## src/selftest_pkg.sv

```systemverilog
package selftest_pkg;

    // ======
    // Register map (byte addresses, one word each)
    // ======
    localparam logic [7:0] REG_CTRL     = 8'h00;
    localparam logic [7:0] REG_STATE    = 8'h04;
    localparam logic [7:0] REG_INT_STAT = 8'h08;
    localparam logic [7:0] REG_INT_MASK = 8'h0C;
    localparam logic [7:0] REG_MEM_SIZE = 8'h10;
    localparam logic [7:0] REG_CFG_ADDR = 8'h14;
    localparam logic [7:0] REG_CFG_DATA = 8'h18;

    // ======
    // Interrupt event bit positions
    // ======
    localparam int EV_CTEST_FAIL = 0;
    localparam int EV_RELOAD     = 1;
    localparam int EV_HW_FAIL    = 2;
    localparam int EV_MENU       = 3;
    localparam int EV_SELECT     = 4;
    localparam int EV_W          = 5;

    // ======
    // Indicator patterns, order {first, second, third}
    // ======
    localparam logic [2:0] PAT_OK      = 3'h0;
    localparam logic [2:0] PAT_DMA     = 3'h1;
    localparam logic [2:0] PAT_RSVD    = 3'h2;
    localparam logic [2:0] PAT_CPU     = 3'h3;
    localparam logic [2:0] PAT_RAM     = 3'h4;
    localparam logic [2:0] PAT_ROM     = 3'h5;
    localparam logic [2:0] PAT_PERIPH  = 3'h6;
    localparam logic [2:0] PAT_CFG_SUM = 3'h7;

    // ======
    // Configuration store layout and factory image
    // ======
    localparam int          CFG_WORDS     = 8;
    localparam logic [2:0]  CFG_IDX_VER   = 3'h0;
    localparam logic [2:0]  CFG_IDX_DISK0 = 3'h1;
    localparam logic [2:0]  CFG_IDX_FLOP0 = 3'h2;
    localparam logic [2:0]  CFG_IDX_SUM   = 3'h7;
    // Disk word: {enable, heads[6:0], cylinders[7:0]} all zero geometry.
    localparam logic [15:0] CFG_DISK0_DEF = 16'h8000;
    // Floppy word: {enable, 13'h0, type[1:0]}, type 1 is the 8 inch drive.
    localparam logic [15:0] CFG_FLOP0_DEF = 16'h8001;

    // ======
    // Messages and console characters
    // ======
    localparam int         MSG_DEPTH  = 8;
    localparam logic [7:0] MSG_TST_OK  = 8'h01;
    localparam logic [7:0] MSG_TST_ERR = 8'h02;
    localparam logic [7:0] CH_CR      = 8'h0D;
    localparam logic [7:0] CH_S_UP    = 8'h53;
    localparam logic [7:0] CH_S_LO    = 8'h73;
    localparam logic [7:0] CH_ZERO    = 8'h30;
    localparam logic [7:0] CH_NINE    = 8'h39;
    localparam logic [7:0] UNIT_LIMIT = 8'h10;

    typedef enum logic [3:0] {
        ST_CLEAR  = 4'b0000,
        ST_CTEST  = 4'b0001,
        ST_HOLD   = 4'b0010,
        ST_VER    = 4'b0011,
        ST_RELOAD = 4'b0100,
        ST_HWT    = 4'b0101,
        ST_HWW    = 4'b0110,
        ST_CSUM   = 4'b0111,
        ST_EMIT   = 4'b1000,
        ST_WCR    = 4'b1001,
        ST_MENU   = 4'b1010,
        ST_INPUT  = 4'b1011,
        ST_BOOT   = 4'b1100,
        ST_MON    = 4'b1101
    } seq_t;

    typedef struct packed {
        logic       psel;
        logic       penable;
        logic       pwrite;
        logic [7:0] paddr;
        logic [31:0] pwdata;
    } apb_req_t;

    typedef struct packed {
        logic       valid;
        logic [7:0] kind;
        logic [7:0] bcd;
    } con_msg_t;

    typedef struct packed {
        seq_t        st;
        logic [2:0]  lamp;
        logic        sticky;
        logic        warm;
        logic        ret_emit;
        logic [2:0]  idx;
        logic [3:0]  mcnt;
        logic [3:0]  mrd;
        logic [7:0]  acc;
        logic        have_dig;
        logic        sel_s;
        con_msg_t    msg;
        logic        menu_v;
        logic        mon_line;
        logic        hw_go;
        logic        boot;
        logic        monitor;
        logic [3:0]  boot_unit;
        logic [3:0]  ctrl_unit;
        logic [15:0] mem_words;
        logic [2:0]  cfg_addr;
        logic [EV_W-1:0] isr;
        logic [EV_W-1:0] imr;
        logic [31:0] prdata;
        logic        pslverr;
        logic [1:0]  hr_s;
        logic [1:0]  jp_s;
    } state_t;

endpackage

```

## src/selftest_seq.sv

```systemverilog
// How it works
// [RULE1] Three lamps: none, DMA 001, reserved 010, processor 011.
// [RULE2] RAM 100, ROM checksum 101, peripheral 110, config checksum 111.
// [RULE3] Board lamps and panel lamps always show the same pattern.
// [RULE4] Controller self-test runs first after any reset.
// [RULE5] Only a clean controller test advances; a fault pattern is held.
// [RULE6] Compare ROM version with stored version; match goes to hardware test.
// [RULE7] Mismatch copies the factory image over the whole configuration store.
// [RULE8] After a reload all three lamps stay lit until reset.
// [RULE9] Host reset restarts the sequence from the very start.
// [RULE10] Factory image: fixed disk on, zero geometry; floppy on, 8 inch.
// [RULE11] Messages are buffered and sent only just before the menu.
// [RULE12] Hardware test pass message buffered only after a power-off start.
// [RULE13] Hardware test failure buffers an error message instead.
// [RULE14] Menu reports installed memory size in words.
// [RULE15] Operator types S then CR for monitor, or unit then CR to boot.
// [RULE16] Jumper fitted: boot directly and drop the monitor menu line.
// [RULE17] Error message carries a decimal number; CR continues.
// [RULE18] Config checksum failure reloads defaults and lights all lamps.
// [RULE19] All lamps are cleared when each self-test run starts.
//
// Implementation choices: the address map and the APB interface to the registers.
`timescale 1ns/10ps
module selftest_seq
#(
    parameter logic [15:0] FW_VERSION = 16'h0001
)
(
    input  wire logic                   I_SYS_CLK,
    input  wire logic                   I_RST,
    input  wire selftest_pkg::apb_req_t I_APB,
    output logic                        O_PREADY,
    output logic [31:0]                 O_PRDATA,
    output logic                        O_PSLVERR,
    output logic                        O_IRQ,
    input  wire logic                   I_HOST_RST,
    input  wire logic                   I_MONITOR_DISABLE_JUMPER,
    input  wire logic                   I_CTEST_DONE,
    input  wire logic [5:0]             I_CTEST_FAULTS,
    output logic                        O_HWTEST_START,
    input  wire logic                   I_HWTEST_DONE,
    input  wire logic                   I_HWTEST_FAIL,
    input  wire logic [7:0]             I_HWTEST_ERRNUM,
    output selftest_pkg::con_msg_t      O_CON_MSG,
    input  wire logic                   I_CON_MSG_READY,
    output logic                        O_MENU_VALID,
    output logic [15:0]                 O_MENU_MEM_WORDS,
    output logic                        O_MENU_MONITOR_LINE,
    input  wire logic                   I_CON_RX_VALID,
    input  wire logic [7:0]             I_CON_RX_DATA,
    output logic                        O_BOOT_HOST,
    output logic [3:0]                  O_BOOT_UNIT,
    output logic                        O_ENTER_MONITOR,
    output logic                        O_BOARD_FAULT_LAMP_A,
    output logic                        O_BOARD_FAULT_LAMP_B,
    output logic                        O_BOARD_FAULT_LAMP_C,
    output logic                        O_PANEL_LAMP_1,
    output logic                        O_PANEL_LAMP_2,
    output logic                        O_PANEL_LAMP_3
);
    import selftest_pkg::*;

    // ==========================================================
    // Helpers
    // ==========================================================
    // Fault flags {cfg, periph, rom, ram, cpu, dma}; the worst wins.
    function automatic logic [2:0] fault_pattern(input logic [5:0] f);
        logic [2:0] p;
        p = PAT_OK;
        if (f[0]) p = PAT_DMA;
        if (f[1]) p = PAT_CPU;
        if (f[2]) p = PAT_RAM;
        if (f[3]) p = PAT_ROM;
        if (f[4]) p = PAT_PERIPH;
        if (f[5]) p = PAT_CFG_SUM;
        return p;
    endfunction

    function automatic logic [15:0] cfg_default(input logic [2:0] i);
        logic [15:0] w;
        case (i)
            CFG_IDX_VER:   w = FW_VERSION;
            CFG_IDX_DISK0: w = CFG_DISK0_DEF;
            CFG_IDX_FLOP0: w = CFG_FLOP0_DEF;
            CFG_IDX_SUM:   w = FW_VERSION ^ CFG_DISK0_DEF ^ CFG_FLOP0_DEF;
            default:       w = 16'h0000;
        endcase
        return w;
    endfunction

    function automatic logic [7:0] to_bcd(input logic [7:0] n);
        logic [7:0] m;
        logic [7:0] t;
        m = n % 8'd100;
        t = m / 8'd10;
        return {t[3:0], 4'(m - t * 8'd10)};
    endfunction

    // ==========================================================
    // State and memories
    // ==========================================================
    state_t      s_q;
    state_t      s_d;
    logic [15:0] cfg_mem [CFG_WORDS];
    logic [15:0] msg_mem [MSG_DEPTH];
    logic        cfg_we;
    logic [2:0]  cfg_wa;
    logic [15:0] cfg_wd;
    logic        msg_we;
    logic [15:0] msg_wd;
    logic        hr;
    logic        jp;
    logic        acc_w;
    logic        csum_ok;
    logic [15:0] csum;
    logic [15:0] head;
    logic [7:0]  dig;
    logic [EV_W-1:0] ev;
    logic [EV_W-1:0] clr;
    logic [7:0]  sum10;

    always_comb
    begin
        s_d    = s_q;
        cfg_we = 1'b0;
        cfg_wa = s_q.idx;
        cfg_wd = cfg_default(s_q.idx);
        msg_we = 1'b0;
        msg_wd = 16'h0000;
        ev     = '0;
        clr    = '0;
        csum   = 16'h0000;
        for (int i = 0; i < CFG_WORDS - 1; i++)
        begin
            csum = csum ^ cfg_mem[i];
        end
        csum_ok = (csum == cfg_mem[CFG_IDX_SUM]);
        head    = msg_mem[s_q.mrd[2:0]];
        dig     = I_CON_RX_DATA - CH_ZERO;
        sum10   = 8'(s_q.acc * 8'd10 + dig);
        s_d.hw_go  = 1'b0;
        s_d.menu_v = 1'b0;
        // Two flip-flops on the host reset and jumper pins before any logic looks at them.
        s_d.hr_s = {s_q.hr_s[0], I_HOST_RST};
        s_d.jp_s = {s_q.jp_s[0], I_MONITOR_DISABLE_JUMPER};
        hr = s_q.hr_s[1];
        jp = s_q.jp_s[1];

        // ======================================================
        // APB slave, zero wait states
        // ======================================================
        acc_w = I_APB.psel & I_APB.penable & I_APB.pwrite;
        if (I_APB.psel & ~I_APB.penable)
        begin
            s_d.pslverr = 1'b0;
            case (I_APB.paddr)
                REG_CTRL:     s_d.prdata = {28'h0, s_q.ctrl_unit};
                REG_STATE:    s_d.prdata = {19'h0, s_q.warm, s_q.sticky,
                                            s_q.lamp, s_q.mcnt, s_q.st};
                REG_INT_STAT: s_d.prdata = {27'h0, s_q.isr};
                REG_INT_MASK: s_d.prdata = {27'h0, s_q.imr};
                REG_MEM_SIZE: s_d.prdata = {16'h0, s_q.mem_words};
                REG_CFG_ADDR: s_d.prdata = {29'h0, s_q.cfg_addr};
                REG_CFG_DATA: s_d.prdata = {16'h0, cfg_mem[s_q.cfg_addr]};
                default:
                begin
                    s_d.prdata  = 32'h0;
                    s_d.pslverr = 1'b1;
                end
            endcase
        end
        if (acc_w)
        begin
            case (I_APB.paddr)
                REG_CTRL:     s_d.ctrl_unit = I_APB.pwdata[3:0];
                REG_INT_STAT: clr = I_APB.pwdata[EV_W-1:0];
                REG_INT_MASK: s_d.imr = I_APB.pwdata[EV_W-1:0];
                REG_MEM_SIZE: s_d.mem_words = I_APB.pwdata[15:0];
                REG_CFG_ADDR: s_d.cfg_addr = I_APB.pwdata[2:0];
                REG_CFG_DATA:
                begin
                    cfg_we = 1'b1;
                    cfg_wa = s_q.cfg_addr;
                    cfg_wd = I_APB.pwdata[15:0];
                end
                default:
                begin
                end
            endcase
        end

        // ======================================================
        // Start-up sequencer
        // ======================================================
        case (s_q.st)
            // [RULE19] lamps cleared first
            ST_CLEAR:
            begin
                s_d.lamp     = PAT_OK;
                s_d.sticky   = 1'b0;
                s_d.mcnt     = 4'h0;
                s_d.mrd      = 4'h0;
                s_d.msg      = '0;
                s_d.boot     = 1'b0;
                s_d.monitor  = 1'b0;
                s_d.ret_emit = 1'b0;
                s_d.st       = ST_CTEST;
            end
            // [RULE4] controller test first
            ST_CTEST:
            begin
                if (I_CTEST_DONE)
                begin
                    // [RULE1] [RULE2] pattern encoding
                    s_d.lamp = fault_pattern(I_CTEST_FAULTS);
                    // [RULE5] advance only when clean
                    if (fault_pattern(I_CTEST_FAULTS) != PAT_OK)
                    begin
                        ev[EV_CTEST_FAIL] = 1'b1;
                        s_d.st = ST_HOLD;
                    end
                    else
                    begin
                        s_d.st = ST_VER;
                    end
                end
            end
            ST_HOLD:
            begin
                s_d.st = ST_HOLD;
            end
            // [RULE6] version compare
            ST_VER:
            begin
                s_d.idx = 3'h0;
                if (cfg_mem[CFG_IDX_VER] == FW_VERSION)
                begin
                    s_d.st = ST_HWT;
                end
                else
                begin
                    s_d.st = ST_RELOAD;
                end
            end
            // [RULE7] [RULE10] factory image copy
            ST_RELOAD:
            begin
                cfg_we  = 1'b1;
                cfg_wa  = s_q.idx;
                cfg_wd  = cfg_default(s_q.idx);
                s_d.idx = s_q.idx + 3'h1;
                if (s_q.idx == CFG_IDX_SUM)
                begin
                    // [RULE8] all lamps lit, sticky
                    s_d.sticky = 1'b1;
                    ev[EV_RELOAD] = 1'b1;
                    s_d.st = s_q.ret_emit ? ST_EMIT : ST_HWT;
                end
            end
            ST_HWT:
            begin
                s_d.hw_go = 1'b1;
                s_d.st    = ST_HWW;
            end
            ST_HWW:
            begin
                if (I_HWTEST_DONE)
                begin
                    s_d.st = ST_CSUM;
                    // [RULE13] error message
                    if (I_HWTEST_FAIL)
                    begin
                        msg_we = 1'b1;
                        msg_wd = {MSG_TST_ERR, I_HWTEST_ERRNUM};
                        ev[EV_HW_FAIL] = 1'b1;
                    end
                    // [RULE12] pass only after power-off
                    else if (!s_q.warm)
                    begin
                        msg_we = 1'b1;
                        msg_wd = {MSG_TST_OK, 8'h00};
                    end
                    if (msg_we && s_q.mcnt < 4'(MSG_DEPTH))
                    begin
                        s_d.mcnt = s_q.mcnt + 4'h1;
                    end
                    else
                    begin
                        msg_we = 1'b0;
                    end
                end
            end
            // [RULE18] checksum failure reload
            ST_CSUM:
            begin
                s_d.idx      = 3'h0;
                s_d.ret_emit = 1'b1;
                s_d.st       = csum_ok ? ST_EMIT : ST_RELOAD;
            end
            // [RULE11] drain buffer before menu
            ST_EMIT:
            begin
                if (!s_q.msg.valid)
                begin
                    if (s_q.mrd == s_q.mcnt)
                    begin
                        s_d.st = ST_MENU;
                    end
                    else
                    begin
                        s_d.msg.valid = 1'b1;
                        s_d.msg.kind  = head[15:8];
                        // [RULE17] decimal error number
                        s_d.msg.bcd   = to_bcd(head[7:0]);
                    end
                end
                else if (I_CON_MSG_READY)
                begin
                    s_d.msg.valid = 1'b0;
                    s_d.mrd = s_q.mrd + 4'h1;
                    if (s_q.msg.kind == MSG_TST_ERR)
                    begin
                        s_d.st = ST_WCR;
                    end
                end
            end
            // [RULE17] CR continues
            ST_WCR:
            begin
                if (I_CON_RX_VALID && I_CON_RX_DATA == CH_CR)
                begin
                    s_d.st = ST_EMIT;
                end
            end
            // [RULE14] [RULE16] menu contents
            ST_MENU:
            begin
                s_d.menu_v   = 1'b1;
                s_d.mon_line = ~jp;
                s_d.acc      = 8'h00;
                s_d.have_dig = 1'b0;
                s_d.sel_s    = 1'b0;
                ev[EV_MENU]  = 1'b1;
                if (jp)
                begin
                    s_d.boot_unit = s_q.ctrl_unit;
                    s_d.st = ST_BOOT;
                end
                else
                begin
                    s_d.st = ST_INPUT;
                end
            end
            // [RULE15] operator selection
            ST_INPUT:
            begin
                if (I_CON_RX_VALID)
                begin
                    if (I_CON_RX_DATA == CH_S_UP || I_CON_RX_DATA == CH_S_LO)
                    begin
                        s_d.sel_s = ~s_q.have_dig;
                    end
                    else if (I_CON_RX_DATA >= CH_ZERO && I_CON_RX_DATA <= CH_NINE)
                    begin
                        s_d.have_dig = 1'b1;
                        s_d.sel_s    = 1'b0;
                        s_d.acc = (s_q.acc >= UNIT_LIMIT) ? UNIT_LIMIT : sum10;
                    end
                    else if (I_CON_RX_DATA == CH_CR)
                    begin
                        s_d.acc      = 8'h00;
                        s_d.have_dig = 1'b0;
                        s_d.sel_s    = 1'b0;
                        if (s_q.sel_s)
                        begin
                            s_d.st = ST_MON;
                        end
                        else if (s_q.have_dig && s_q.acc < UNIT_LIMIT)
                        begin
                            s_d.boot_unit = s_q.acc[3:0];
                            s_d.st = ST_BOOT;
                        end
                    end
                    else
                    begin
                        s_d.acc      = 8'h00;
                        s_d.have_dig = 1'b0;
                        s_d.sel_s    = 1'b0;
                    end
                end
            end
            ST_BOOT:
            begin
                ev[EV_SELECT] = ~s_q.boot;
                s_d.boot = 1'b1;
            end
            ST_MON:
            begin
                ev[EV_SELECT] = ~s_q.monitor;
                s_d.monitor = 1'b1;
            end
            default:
            begin
                s_d.st = ST_CLEAR;
            end
        endcase

        if (s_d.sticky)
        begin
            s_d.lamp = PAT_CFG_SUM;
        end
        // [RULE9] host reset restarts
        if (hr)
        begin
            s_d.warm   = 1'b1;
            s_d.st     = ST_CLEAR;
            s_d.hw_go  = 1'b0;
            s_d.menu_v = 1'b0;
            msg_we     = 1'b0;
        end
        // A new event wins over a simultaneous clear.
        s_d.isr = (s_q.isr & ~clr) | ev;
    end

    always_ff @(posedge I_SYS_CLK)
    begin
        if (I_RST)
        begin
            s_q <= '0;
        end
        else
        begin
            s_q <= s_d;
        end
    end

    // Stores are not reset; contents survive a reset like real storage.
    always_ff @(posedge I_SYS_CLK)
    begin
        if (cfg_we)
        begin
            cfg_mem[cfg_wa] <= cfg_wd;
        end
        if (msg_we)
        begin
            msg_mem[s_q.mcnt[2:0]] <= msg_wd;
        end
    end

    // ==========================================================
    // Outputs
    // ==========================================================
    assign O_PREADY            = 1'b1;
    assign O_PRDATA            = s_q.prdata;
    assign O_PSLVERR           = s_q.pslverr & I_APB.psel & I_APB.penable;
    assign O_IRQ               = |(s_q.isr & s_q.imr);
    assign O_HWTEST_START      = s_q.hw_go;
    assign O_CON_MSG           = s_q.msg;
    assign O_MENU_VALID        = s_q.menu_v;
    assign O_MENU_MEM_WORDS    = s_q.mem_words;
    assign O_MENU_MONITOR_LINE = s_q.mon_line;
    assign O_BOOT_HOST         = s_q.boot;
    assign O_BOOT_UNIT         = s_q.boot_unit;
    assign O_ENTER_MONITOR     = s_q.monitor;
    // [RULE3] identical lamp sets
    assign O_BOARD_FAULT_LAMP_A = s_q.lamp[2];
    assign O_BOARD_FAULT_LAMP_B = s_q.lamp[1];
    assign O_BOARD_FAULT_LAMP_C = s_q.lamp[0];
    assign O_PANEL_LAMP_1       = s_q.lamp[2];
    assign O_PANEL_LAMP_2       = s_q.lamp[1];
    assign O_PANEL_LAMP_3       = s_q.lamp[0];

endmodule

```

## config.mk

```make
export PLATFORM = sky130hd
export DESIGN_NAME = selftest_seq
export DESIGN_NICKNAME = d
export VERILOG_FILES = /design/src/selftest_pkg.sv /design/src/selftest_seq.sv
export SDC_FILE = /design/constraint.sdc
export NUM_CORES = 1
export LEC_CHECK = 0
export BUFFER_PORTS_ARGS = -buffer_cell sky130_fd_sc_hd__buf_2
export CORE_MARGIN = 10
export CORE_UTILIZATION = 54
export DETAILED_ROUTE_END_ITERATION = 10
export PLACE_DENSITY = 0.85
export SETUP_SLACK_MARGIN = 0.05
export SLEW_MARGIN = 20
export SYNTH_ARGS = -nofsm -noshare
export SYNTH_HDL_FRONTEND = slang
export SYNTH_SLANG_ARGS = --single-unit
```

## constraint.sdc

```tcl
create_clock -name I_SYS_CLK -period 4.5 [get_ports I_SYS_CLK]
set_input_delay 1.35 -clock I_SYS_CLK [delete_from_list [all_inputs] [get_ports I_SYS_CLK]]
set_output_delay 1.35 -clock I_SYS_CLK [all_outputs]
set_load 0.05 [all_outputs]
```

==> reports/metrics.cfg <==
[synthesis]
ys_types=72
synth_top_cells_by_count=edfxtp_1, nor2_1, xnor2_1
synth_most_common_cell=edfxtp_1
synthCells=1317
synth.top_cell.area_share_pct=39.4
synthAdderAreaFrac_pct=2.51
synth-compound-area-share_pct=8.41
synth_seq_area_share_pct=53.4
yosys.area.top_type=edfxtp_1
synth_enable_flop_cells=208
yosysWarnings=0
async_reset_ff_share_pct=0
synthXorXnorAreaFrac_pct=7.34
avgSynthCellArea_um2=12.0
synth_seq_cells=319
synth_ff_type=edfxtp_1
synth.area.mux_share_pct=11.8
post_synth_main_area_contributors=edfxtp_1, dfxtp_1, mux4_2
synth_area_mm2=0.0159
synthSimpleGateAreaFrac_pct=10.7
synth_top_family_by_area=multiplexers

[clock_network]
cts.htree.levels=2
cts_buffers=34
cts_sinks=319
path_clk_slew_ps=60
cts_tree=yes
clock-root-buffer=clkbuf_16
postCtsHoldBufs=0
clock_latency_ps=510
cts_buffer_depth=3

[power_and_ir_drop]
design_power_total_uw=6370
peakVddDrop_v=0.000398
power.density_mw_per_mm2=360
leakage_uw=0.00656

[routing]
routed_wl_mm=41.7
wire_per_inst_um=22.9
drt_iter0_drc=1367
drc=0
vias_per_cell=6.12
drt_pass1_iterations=9
drtAntennaViolNets=0
num_vias=11164

[sta]
finClkSkew_ps=17.0
fin_crit_sh_pct=93.4
rsz0062_at_grt=no
finalCriticalPeriod_ps=4200
drv_slew=0
setup_viol=0
layout_setup_ws_ps=299
worstMarginPinSlew_ps=1150
max_freq_ghz=0.238
max-slew-margin-rel_pct=23.1
hold_viol=0
hold_slack_ps=446

[grt]
grt_max_degree=73
grt_usage_pct=22.1
overflow=0
antenna_found_initial=6
grt_pass1_wl_mm=62.8
grt_pass1_vias=10856

[critical_path]
r2r-end=O_CON_MSG[3]
crit_type=flop to flop
reg2reg_depth=18
endpoint_kind=flop
rrSetupSlack_ps=300
critical_path_arrival_ps=4600
cp_max_fo=8
crit_required_ps=4890
setup.worst_path.start_class=flop

[die]
initial_core_util_pct=55.0
die_h_um=191
num_io_pins=157
die_area_mm2=0.0366
core_mm2=0.0289
chipWidth_um=191
rows=62

[status]
status=finished, final reports clean

[placed_design]
place_area_mm2=0.0166
pre_cts_ws_ps=165
place.port_buffers=117
dpl.hpwl_mm=29.5
gp_congestion=0.921

[final_layout]
finish.instance_area_mm2=0.0177
num-nets-final=1513
syn_to_final_growth_pct=11.5
fill_cells=2183
drive_gt1_share_pct=22.3

[worst_hold_path]
hold_depth=1
worstHoldStart=s_d[1]
holdPathEnd=jp
hold_path_class=flop to flop

[flow_run]
maxCapViolCount=0

layer usage:
| layer | vias up | routed length (um) | global-route usage (%) |
|---|---|---|---|
| met4 | 0 | 1780 | 9.98 |
| met5 | - | 0 | 0 |
| met2 | 627 | 20500 | 36.8 |
| met3 | 122 | 3860 | 4.66 |
| met1 | 5466 | 15600 | 27.1 |
| li1 | 4949 | - | - |
metrics by stage:
stage               TNS [ps]  std cells  util (%)
floorplan              -95.3       1338         -
detailed placement         0       1756      57.5
global route               0       1821      61.3
finish                     0       1824      61.3
CTS                        0       1817      61.2
global placement           0       1756      57.5
state kept, by name, summed over array words and instances, names as in the netlist, 2 cells and up, named ones only:
| register | count |
|---|---|
| O_PRDATA | 16 |
| msg_mem | 80 |
| O_CON_MSG | 11 |
| O_BOOT_UNIT | 4 |
| O_MENU_MEM_WORDS | 16 |
| cfg_mem | 128 |
| s_d | 2 |
| s_q | 46 |
cells by family after synthesis:
kind of cell,Yosys count
fa+ha+maj,30
simple gates,358
buf+inv,158
mux,111
flops,319
xor+xnor,133
compound gates,206
other cells,2
worst max-delay path by stage:
stage	start	to	slack, ps
5_1_grt	flop	O_CON_MSG[3]	60
3_3_place_gp	flop	O_CON_MSG[3]	220
4_1_cts	flop	O_CON_MSG[3]	110
3_5_place_dp	flop	O_CON_MSG[3]	170
6_report	flop	O_CON_MSG[3]	300
2_1_floorplan	I_APB[32]	cfg_mem[6][0]	-6
worst max-delay path: stages (launching register included):
cell and delay, ps:
dfxtp_4 390, buf_12 140, mux4_2 550, mux2_4 360, a21oi_1 190, a221oi_1 110
buf_4 170, nor2_2 120, inv_1 70, ha_1 300, nand2_1 50, o21ai_1 90
mux2_4 190, nand2b_4 60, ha_1 190, fa_1 380, or3_1 430, a41oi_1 230
nand3b_1 90
power by group:
group,internal [uW],total (uW),switching (uW)
clock network,1560,2680,1120
logic,139,498,359
registers,3120,3190,76.2
total,4810,6370,1550
area by class of cell:
type | count | area [um^2] | share of cell area [%]
well taps | 384 | 480 | 2.72
multi-input cells | 861 | 6580 | 37.2
clock buffers | 45 | 917 | 5.18
diodes | 6 | 15.0 | 0.0849
flip-flops and latches | 319 | 8480 | 47.9
clock inverters | 16 | 139 | 0.785
inverters | 22 | 82.6 | 0.467
repair buffers | 171 | 1000 | 5.67
what timing repair did:
item | CTS | global route
resized for setup | 0 | 9
buffers inserted | 0 | 1
endpoints found under the setup margin | 0 | 2
layout by cell type, fill, tap and decap left out, types with 5 or more instances in the layout:
| cell | netlist | layout |
|---|---|---|
| edfxtp_1 | 208 | 208 |
| buf_2 | 5 | 117 |
| nor2_1 | 114 | 113 |
| xnor2_1 | 113 | 112 |
| dfxtp_1 | 111 | 106 |
| nand2_1 | 97 | 97 |
| a21oi_1 | 78 | 77 |
| buf_4 | 79 | 53 |
| mux4_2 | 51 | 52 |
| clkbuf_16 | 0 | 35 |
| nor3_1 | 32 | 32 |
| mux2i_1 | 32 | 32 |
| o21ai_0 | 28 | 28 |
| ha_1 | 27 | 27 |
| a22oi_1 | 24 | 24 |
| and2_1 | 23 | 23 |
| conb_1 | 2 | 23 |
| nand3_1 | 22 | 22 |
| inv_1 | 21 | 21 |
| xor2_1 | 20 | 20 |
| mux2_2 | 19 | 18 |
| a211oi_1 | 10 | 10 |
| nor4_1 | 11 | 10 |
| nor2b_1 | 10 | 10 |
| nand4_1 | 9 | 9 |
| nand2b_1 | 9 | 9 |
| a222oi_1 | 9 | 9 |
| clkbuf_1 | 45 | 9 |
| o22ai_1 | 10 | 8 |
| and3_1 | 7 | 7 |
| diode_2 | 0 | 6 |
| clkinv_1 | 1 | 6 |
| a221oi_1 | 6 | 6 |
| or3_1 | 5 | 5 |
| mux2i_4 | 5 | 5 |
Note: power is estimated with default switching activity, not from simulation.
